File: src/hw/twc_pkg.sv
// package for the two-wire configuration register bank
`default_nettype none
package twc_pkg;
    // register indices; byte address is four times the index
    localparam logic [3:0] IDX_BUS_SHARED   = 4'h0;
    localparam logic [3:0] IDX_CLIENT_DUAL  = 4'h1;
    localparam logic [3:0] IDX_DEBUG_HALT   = 4'h2;
    localparam logic [3:0] IDX_HOST_CFG_A   = 4'h3;
    localparam logic [3:0] IDX_HOST_CMD_B   = 4'h4;
    localparam logic [3:0] IDX_HOST_FLAGS   = 4'h5;
    localparam logic [3:0] IDX_HOST_RATE    = 4'h6;
    localparam logic [3:0] IDX_HOST_TADDR   = 4'h7;
    localparam logic [3:0] IDX_HOST_BUF     = 4'h8;
    localparam logic [3:0] IDX_CLIENT_CFG_A = 4'h9;
    localparam logic [3:0] IDX_CLIENT_CMD_B = 4'hA;
    localparam logic [3:0] IDX_CLIENT_FLAGS = 4'hB;
    localparam logic [3:0] IDX_CLIENT_OWN   = 4'hC;
    localparam logic [3:0] IDX_CLIENT_BUF   = 4'hD;
    localparam logic [3:0] IDX_SECOND_MATCH = 4'hE;
    localparam logic [3:0] IDX_IRQ_STATUS   = 4'hF;
    localparam logic [4:0] IDX_IRQ_MASK     = 5'h10;

    // writable bit masks; other bits read zero
    localparam logic [7:0] MSK_BUS_SHARED   = 8'h5E;
    localparam logic [7:0] MSK_CLIENT_DUAL  = 8'h4F;
    localparam logic [7:0] MSK_DEBUG_HALT   = 8'h01;
    localparam logic [7:0] MSK_HOST_CFG_A   = 8'hDF;
    localparam logic [7:0] MSK_IRQ          = 8'h03;
    localparam logic [7:0] RST_REG          = 8'h00;

    localparam int unsigned CLK_HZ = 25_000_000;
    localparam int unsigned SETUP_SHORT = 4;
    localparam int unsigned SETUP_LONG  = 8;
    localparam int unsigned HOLD_300_NS = 300;
    localparam int unsigned HOLD_500_NS = 500;
    localparam int unsigned HOLD_SHORT_CYC = 1;
    // both hold times round down
    localparam int unsigned HOLD_300_CYC = HOLD_300_NS * 25 / 1000;
    localparam int unsigned HOLD_500_CYC = HOLD_500_NS * 25 / 1000;
    localparam int unsigned TMO_50_US  = 50;
    localparam int unsigned TMO_100_US = 100;
    localparam int unsigned TMO_200_US = 200;
    localparam int unsigned TMO_50_CYC  = TMO_50_US * (CLK_HZ / 1_000_000);
    localparam int unsigned TMO_100_CYC = TMO_100_US * (CLK_HZ / 1_000_000);
    localparam int unsigned TMO_200_CYC = TMO_200_US * (CLK_HZ / 1_000_000);

    typedef enum logic [1:0] {
        HOLD_OFF, HOLD_SHORT, HOLD_300, HOLD_500
    } twc_hold_t;

    typedef enum logic [1:0] {
        TMO_OFF, TMO_50, TMO_100, TMO_200
    } twc_tmo_t;

    typedef struct packed {
        logic      input_threshold_select;
        logic      data_setup_stretch;
        twc_hold_t data_hold_select;
        logic      one_megahertz_select;
    } twc_line_cfg_t;

    typedef struct packed {
        logic [3:0] hold_cycles;
        logic [3:0] setup_cycles;
        logic       smbus_levels;
        logic       fast_plus;
    } twc_timing_t;
endpackage
`default_nettype wire

File: src/hw/twc_regs.sv
// configuration register bank and host interrupt logic
//
// Added by the designer: register access over Avalon-MM.
`default_nettype none
// Operation
// threshold bit picks i2c or smbus levels
// client stretches scl four or eight cycles
// hold field picks off, short, 300, 500 ns
// fast plus bit selects 1 MHz operation
// dual fields configure client only when enabled
// dual enable bit turns on dual mode
// debug run bit decides halting during break
// read irq needs flag and enable
// write irq needs flag and enable
// host config a field layout
// second match mask and enable layout
// nonzero timeout enables idle supervisor
// read and write done set flags
// host enable bit enables host engine
// unused bits read zero, ignore writes
module twc_regs
    import twc_pkg::*;
#(
    parameter int unsigned TMO_200_CYCLES = TMO_200_CYC
) (
    input  wire logic        clock,
    input  wire logic        nrst,
    input  wire logic [6:0]  avs_address,
    input  wire logic        avs_read,
    input  wire logic        avs_write,
    input  wire logic [31:0] avs_writedata,
    input  wire logic [3:0]  avs_byteenable,
    output logic [31:0]      avs_readdata,
    output logic             avs_waitrequest,
    input  wire logic        cpu_halted,
    input  wire logic        global_irq_enable,
    input  wire logic        host_byte_read_done,
    input  wire logic        host_byte_write_done,
    input  wire logic        scl_in,
    output twc_timing_t      host_timing,
    output twc_timing_t      client_timing,
    output logic             host_enable,
    output logic             quick_command_enable,
    output logic             auto_ack_enable,
    output logic             dual_mode,
    output logic             engine_run,
    output logic             bus_force_idle,
    output logic [6:0]       second_match_mask,
    output logic             second_match_enable,
    output logic             host_irq
);
    logic [7:0] shared_r, dual_r, dbg_r, hosta_r, match_r;
    logic [7:0] other_r [IDX_HOST_CMD_B:IDX_CLIENT_BUF];
    logic [7:0] stat_r, mask_r;
    logic       ack_r;
    logic [4:0] idx;
    logic       wr_hit, rd_hit;
    logic [1:0] scl_sync_r;
    logic       scl_prev_r;
    logic [31:0] idle_cnt_r;
    logic [31:0] tmo_limit;
    logic [7:0] rdat;

    // one wait state: answer in the cycle after the request appears
    assign avs_waitrequest = (avs_read | avs_write) & ~ack_r;
    assign idx    = avs_address[6:2];
    assign wr_hit = avs_write & ack_r & avs_byteenable[0];
    assign rd_hit = avs_read & ack_r;

    always_ff @(posedge clock) begin
        if (!nrst) begin
            ack_r <= 1'b0;
        end else begin
            ack_r <= (avs_read | avs_write) & ~ack_r;
        end
    end

    function automatic logic [7:0] merge(input logic [7:0] msk);
        merge = avs_writedata[7:0] & msk;
    endfunction

    always_ff @(posedge clock) begin
        if (!nrst) begin
            shared_r <= RST_REG;
            dual_r   <= RST_REG;
            dbg_r    <= RST_REG;
            hosta_r  <= RST_REG;
            match_r  <= RST_REG;
            mask_r   <= RST_REG;
        end else if (wr_hit) begin
            unique case (idx)
                5'(IDX_BUS_SHARED):   shared_r <= merge(MSK_BUS_SHARED);
                5'(IDX_CLIENT_DUAL):  dual_r <= merge(MSK_CLIENT_DUAL);
                5'(IDX_DEBUG_HALT):   dbg_r <= merge(MSK_DEBUG_HALT);
                5'(IDX_HOST_CFG_A):   hosta_r <= merge(MSK_HOST_CFG_A);
                5'(IDX_SECOND_MATCH): match_r <= avs_writedata[7:0];
                IDX_IRQ_MASK:         mask_r <= merge(MSK_IRQ);
                default: ;
            endcase
        end
    end

    // plain storage for engine registers kept elsewhere
    genvar g;
    generate
        for (g = IDX_HOST_CMD_B; g <= IDX_CLIENT_BUF; g++) begin : g_store
            always_ff @(posedge clock) begin
                if (!nrst) begin
                    other_r[g] <= RST_REG;
                end else if (wr_hit && idx == 5'(g)) begin
                    other_r[g] <= avs_writedata[7:0];
                end
            end
        end
    endgenerate

    // break halt blocks events unless run-while-halted is set
    assign engine_run = ~cpu_halted | dbg_r[0];

    // sticky flags; set wins over write-one clear
    always_ff @(posedge clock) begin
        if (!nrst) begin
            stat_r <= RST_REG;
        end else begin
            stat_r <= ((stat_r & ~((wr_hit && idx == 5'(IDX_IRQ_STATUS))
                        ? merge(MSK_IRQ) : 8'h00))
                      | {6'h00, engine_run & host_byte_write_done,
                         engine_run & host_byte_read_done});
        end
    end

    assign host_irq = global_irq_enable &
        (((stat_r[0] & hosta_r[7]) | (stat_r[1] & hosta_r[6]))
         | |(stat_r & mask_r));

    always_comb begin
        rdat = 8'h00;
        unique case (idx)
            5'(IDX_BUS_SHARED):   rdat = shared_r;
            5'(IDX_CLIENT_DUAL):  rdat = dual_r;
            5'(IDX_DEBUG_HALT):   rdat = dbg_r;
            5'(IDX_HOST_CFG_A):   rdat = hosta_r;
            5'(IDX_SECOND_MATCH): rdat = match_r;
            5'(IDX_IRQ_STATUS):   rdat = stat_r;
            IDX_IRQ_MASK:         rdat = mask_r;
            default: begin
                if (idx >= 5'(IDX_HOST_CMD_B) && idx <= 5'(IDX_CLIENT_BUF)) begin
                    rdat = other_r[idx[3:0]];
                end
            end
        endcase
    end

    always_ff @(posedge clock) begin
        if (!nrst) begin
            avs_readdata <= 32'h0000_0000;
        end else if (avs_read & ~ack_r) begin
            avs_readdata <= {24'h00_0000, rdat};
        end
    end

    function automatic twc_timing_t decode(input twc_line_cfg_t c);
        twc_timing_t t;
        t.smbus_levels = c.input_threshold_select;
        t.setup_cycles = c.data_setup_stretch ? 4'(SETUP_LONG)
                                              : 4'(SETUP_SHORT);
        unique case (c.data_hold_select)
            HOLD_OFF:   t.hold_cycles = 4'h0;
            HOLD_SHORT: t.hold_cycles = 4'(HOLD_SHORT_CYC);
            HOLD_300:   t.hold_cycles = 4'(HOLD_300_CYC);
            HOLD_500:   t.hold_cycles = 4'(HOLD_500_CYC);
        endcase
        t.fast_plus = c.one_megahertz_select;
        return t;
    endfunction

    twc_line_cfg_t shared_cfg, client_cfg;
    assign shared_cfg = {shared_r[6], shared_r[4], shared_r[3:2],
                         shared_r[1]};
    assign dual_mode  = dual_r[0];
    // client setup stretch always comes from the shared register
    assign client_cfg = dual_mode
        ? {dual_r[6], shared_r[4], dual_r[3:2], dual_r[1]}
        : shared_cfg;

    always_ff @(posedge clock) begin
        if (!nrst) begin
            host_timing   <= '0;
            client_timing <= '0;
        end else begin
            host_timing   <= decode(shared_cfg);
            client_timing <= decode(client_cfg);
        end
    end

    assign host_enable          = hosta_r[0];
    assign auto_ack_enable      = hosta_r[1];
    assign quick_command_enable = hosta_r[4];
    assign second_match_mask    = match_r[7:1];
    assign second_match_enable  = match_r[0];

    // inactivity supervisor on synchronised scl edges
    always_ff @(posedge clock) begin
        if (!nrst) begin
            scl_sync_r <= 2'b11;
            scl_prev_r <= 1'b1;
        end else begin
            scl_sync_r <= {scl_sync_r[0], scl_in};
            scl_prev_r <= scl_sync_r[1];
        end
    end

    always_comb begin
        unique case (twc_tmo_t'(hosta_r[3:2]))
            TMO_OFF: tmo_limit = 32'h0000_0000;
            TMO_50:  tmo_limit = 32'(TMO_50_CYC);
            TMO_100: tmo_limit = 32'(TMO_100_CYC);
            TMO_200: tmo_limit = 32'(TMO_200_CYCLES);
        endcase
    end

    always_ff @(posedge clock) begin
        if (!nrst) begin
            idle_cnt_r     <= 32'h0000_0000;
            bus_force_idle <= 1'b0;
        end else if (tmo_limit == 32'h0 || scl_prev_r != scl_sync_r[1]
                     || !engine_run) begin
            idle_cnt_r     <= 32'h0000_0000;
            bus_force_idle <= 1'b0;
        end else if (idle_cnt_r >= tmo_limit - 32'h1) begin
            bus_force_idle <= 1'b1;
        end else begin
            idle_cnt_r <= idle_cnt_r + 32'h1;
        end
    end

    AST_RD_IRQ: assert property (@(posedge clock) disable iff (!nrst)
        (global_irq_enable && stat_r[0] && hosta_r[7]) |-> host_irq)
        else $error("read irq missing");
    AST_WR_IRQ: assert property (@(posedge clock) disable iff (!nrst)
        (global_irq_enable && stat_r[1] && hosta_r[6]) |-> host_irq)
        else $error("write irq missing");
    AST_NO_IRQ: assert property (@(posedge clock) disable iff (!nrst)
        !global_irq_enable |-> !host_irq)
        else $error("irq without global enable");
    AST_RD_SET: assert property (@(posedge clock) disable iff (!nrst)
        (host_byte_read_done && engine_run) |=> stat_r[0])
        else $error("read flag not set");
    AST_WR_SET: assert property (@(posedge clock) disable iff (!nrst)
        (host_byte_write_done && engine_run) |=> stat_r[1])
        else $error("write flag not set");
    AST_HALT: assert property (@(posedge clock) disable iff (!nrst)
        (cpu_halted && !dbg_r[0]) |-> !engine_run)
        else $error("engine runs in halt");
    AST_RSV: assert property (@(posedge clock) disable iff (!nrst)
        (shared_r[7] | shared_r[5] | shared_r[0] | hosta_r[5]
         | |dbg_r[7:1]) == 1'b0)
        else $error("reserved bit set");
    AST_DUAL: assert property (@(posedge clock) disable iff (!nrst)
        !dual_mode |=> client_timing == host_timing)
        else $error("dual fields leak");
    AST_SETUP: assert property (@(posedge clock) disable iff (!nrst)
        shared_r[4] |=> host_timing.setup_cycles == 4'(SETUP_LONG))
        else $error("setup stretch wrong");
    AST_WAIT: assert property (@(posedge clock) disable iff (!nrst)
        (avs_read || avs_write) |-> ##[0:1] !avs_waitrequest)
        else $error("bus answer late");

    COV_RD_IRQ: cover property (@(posedge clock) host_irq && stat_r[0]);
    COV_DUAL:   cover property (@(posedge clock) dual_mode && dual_r[1]);
    COV_IDLE:   cover property (@(posedge clock) bus_force_idle);
endmodule
`default_nettype wire

File: config.mk
export PLATFORM = sky130hd
export DESIGN_NAME = twc_regs
export DESIGN_NICKNAME = d
export VERILOG_FILES = /design/src/hw/twc_pkg.sv /design/src/hw/twc_regs.sv
export SDC_FILE = /design/constraint.sdc
export NUM_CORES = 1
export LEC_CHECK = 0
export ABC_AREA = 1
export BUFFER_PORTS_ARGS = -buffer_cell sky130_fd_sc_hd__buf_2
export CAP_MARGIN = 0
export CELL_PAD_IN_SITES_DETAIL_PLACEMENT = 0
export CELL_PAD_IN_SITES_GLOBAL_PLACEMENT = 1
export CORE_MARGIN = 2
export CORE_UTILIZATION = 45
export CTS_BUF_LIST = sky130_fd_sc_hd__clkbuf_4 sky130_fd_sc_hd__clkbuf_8
export CTS_CLUSTER_SIZE = 8
export DETAILED_ROUTE_END_ITERATION = 7
export GPL_TIMING_DRIVEN = 1
export PLACE_DENSITY = 0.86
export SLEW_MARGIN = 10
export SYNTH_ARGS = -nofsm -noshare
export SYNTH_HDL_FRONTEND = slang
export SYNTH_SLANG_ARGS = --single-unit
File: constraint.sdc
create_clock -name clock -period 3.5 [get_ports clock]
set_clock_uncertainty 0.2 [all_clocks]
set_input_delay 0.525 -clock clock [delete_from_list [all_inputs] [get_ports clock]]
set_output_delay 0.525 -clock clock [all_outputs]
set_load 0.05 [all_outputs]
==> impl_metrics.tcl <==
set metrics [dict create \
    outcome "finished clean" \
    postCtsHoldBufs 0 \
    yosys.area.top_type_share_pct 26.6 \
    die-width_um 146 \
    syn_avg_cell_area_sq_um 8.17 \
    top_layer_used "met4" \
    fin_crit_ns 3.09 \
    worst_pin_slew_ns 0.677 \
    fin_tns_setup_ns 0 \
    io_buffers 62 \
    synth_area_leaders "edfxtp_1, dfxtp_1, nand2_1, nor2_1, ha_1" \
    root_buffer "clkbuf_8" \
    cts_made_buffers 17 \
    fillers 1926 \
    grt_max_degree 59 \
    ys_seq_elements 169 \
    post-place-cells 1401 \
    setup_viol 0 \
    antenna_found_initial 0 \
    grt_pass1_vias 6860 \
    drv_slew 0 \
    cellPowerDensity_nw_per_um2 397 \
    cp_max_fo 27 \
    netlist_area_sq_um 9020 \
    hold_path.class "in -> reg" \
    clock.fmax_mhz 323 \
    start_kind "flop" \
    cts_sinks 169 \
    core_sq_um 19600 \
    m1WireLength_um 10700 \
    cts_buffer_depth 2 \
    critPathRequiredTime_ns 3.69 \
    overflow 0 \
    peakVddDrop_mv 0.256 \
    die-area_sq_um 21200 \
    period_share_pct 88.4 \
    worstSetupPathType "reg -> reg" \
    wl_um 22800 \
    ys_warn_count 0 \
    maxSlewHeadroom_pct 54.9 \
    ys_types 45 \
    pin_count 120 \
    die_h_um 146 \
    yosysTopAreaCell "edfxtp_1" \
    via_per_inst 5.20 \
    cts_resized 0 \
    layout.cells.non_filler 1433 \
    power_leakage_nw 4.15 \
    clk_pin_slew_worst_paths_ns 0.10 \
    wl_met2_um 10500 \
    drc 0 \
    hpwl_um 16200 \
    layout-drive-gt1-share_pct 13.2 \
    fin_nets 1247 \
    initial_utilization_pct 46.1 \
    ant_nets 0 \
    grt_setup_unrepaired "no" \
    yosys_most_used_dff "dfxtp_1" \
    wl_per_cell_um 15.9 \
    clk_latency_ns 0.47 \
    drtIter0Drc 664 \
    place.gp.congestion 0.865 \
    vias 7457 \
    wl_met3_um 1240 \
    async_flop_share_pct 0 \
    htreeDepth 4 \
    firstDrtPassIters 6 \
    area_delta_synth_final_pct 8.54 \
    cts_tree "built" \
    grt_pass1_wl_um 36400 \
    track_usage_pct 21.5 \
    ys_top_cells_by_count "nand2_1, nor2_1, dfxtp_1" \
    placementRows 51 \
    synth_cells 1104 \
    hold_viol_final 0 \
    cap_viol_max_count 0 \
    yosys.cell_count.top_type "nand2_1" \
    worstPathArrival_ns 3.29 \
    ys_seq_area_share_pct 46.4 \
    diodes 0 \
    synth_edf_count 80 \
    end_kind "flop" \
    postCtsSetupBuffers 0 \
]
## report_power, final
part / switching [mW] / internal [mW] / leakage (nW)
sequential: 0.0168 / 2.11 / 1.55
combinational: 0.277 / 0.0630 / 2.40
clock: 0.861 / 0.560 / 0.203
total: 1.16 / 2.73 / 4.15
## worst paths after layout
path | to | startpoint | slack (ns) | cells after the start
setup / recovery | idle_cnt_r[23] | hosta_r[2] | 0.41 | 13
hold reg to reg | scl_sync_r[1] | scl_sync_r[0] | 0.24 | 1
setup reg to reg | idle_cnt_r[23] | hosta_r[2] | 0.41 | 13
hold / removal | scl_sync_r[0] | scl_in | 0.05 | 2
## state kept, by name, indices dropped and copies added (netlist names)
signal and flops:
client_timing 6, dual_r 5, match_r 8, stat_r 2, bus_force_idle 1, host_timing 8
other_r 80, hosta_r 7, scl_sync_r 2, dbg_r 1, avs_readdata 8, shared_r 5
scl_prev_r 1, idle_cnt_r 32, mask_r 2, ack_r 1
## kinds of logic (layout without fill, tap and decap cells)
family	after synthesis	after routing	synth area share (%)
other	1	28	0.0416
flip-flops	169	169	46.4
AND/OR/NAND/NOR	560	560	28.2
adder cells (fa/ha/maj)	40	40	5.55
buffers and inverters	149	186	8.38
XOR/XNOR	13	13	1.26
AO/OA/AOI/OAI	172	172	10.2
## placed cells by master (no fill, tap or decap), drive strengths merged, types with 4 or more instances in the layout
cell	count
clkinv	6
nand3	62
ha	40
o21ai	62
nor2	183
xnor2	4
inv	90
buf	71
clkbuf	18
nor3	10
nand3b	14
conb	28
a21oi	80
nand4	19
xor2	9
edfxtp	80
nand2	263
dfxtp	89
or2	7
o22ai	19
## layout make-up
class | instances | area, sq um | area share, %
inverters | 83 | 314 | 3.21
clock inverters | 14 | 154 | 1.57
well taps | 265 | 332 | 3.39
flip-flops and latches | 169 | 4180 | 42.7
multi-input cells | 813 | 4180 | 42.7
clock buffers | 18 | 248 | 2.53
repair buffers | 71 | 378 | 3.86
## per-layer routing
metal,up-vias,track usage (%)
met5,-,0
met4,0,5.00
li1,3722,-
met1,3493,30.8
met2,217,34.2
met3,25,3.89
## critical path, stage by stage (launching register included)
cell,delay (ns)
dfxtp_1,0.36
inv_1,0.13
ha_1,0.21
inv_1,0.05
buf_4,0.22
ha_1,0.32
nand2_1,0.07
nor2_1,0.14
nand4_1,0.10
nor3_1,0.27
nand2_2,0.33
nand2_4,0.38
nand2_1,0.10
a21oi_1,0.13
## per-stage QoR
| step | area, sq um | util (%) | setup WS [ns] | hold slack (ns) | power, mW |
|---|---|---|---|---|---|
| after floorplan | 9120 | - | 0.810 | 0.193 | 2.44 |
| after global placement | 9390 | 47.9 | 0.443 | 0.195 | 2.50 |
| after detailed placement | 9390 | 47.9 | 0.407 | 0.211 | 2.51 |
| after CTS | 9790 | 50.0 | 0.392 | 0.0303 | 3.89 |
| after global routing | 9790 | 50.0 | 0.144 | 0.0267 | 4.01 |
| final | 9790 | 50.0 | 0.407 | 0.0456 | 3.88 |
No activity file was read; power rests on OpenSTA's default activity.
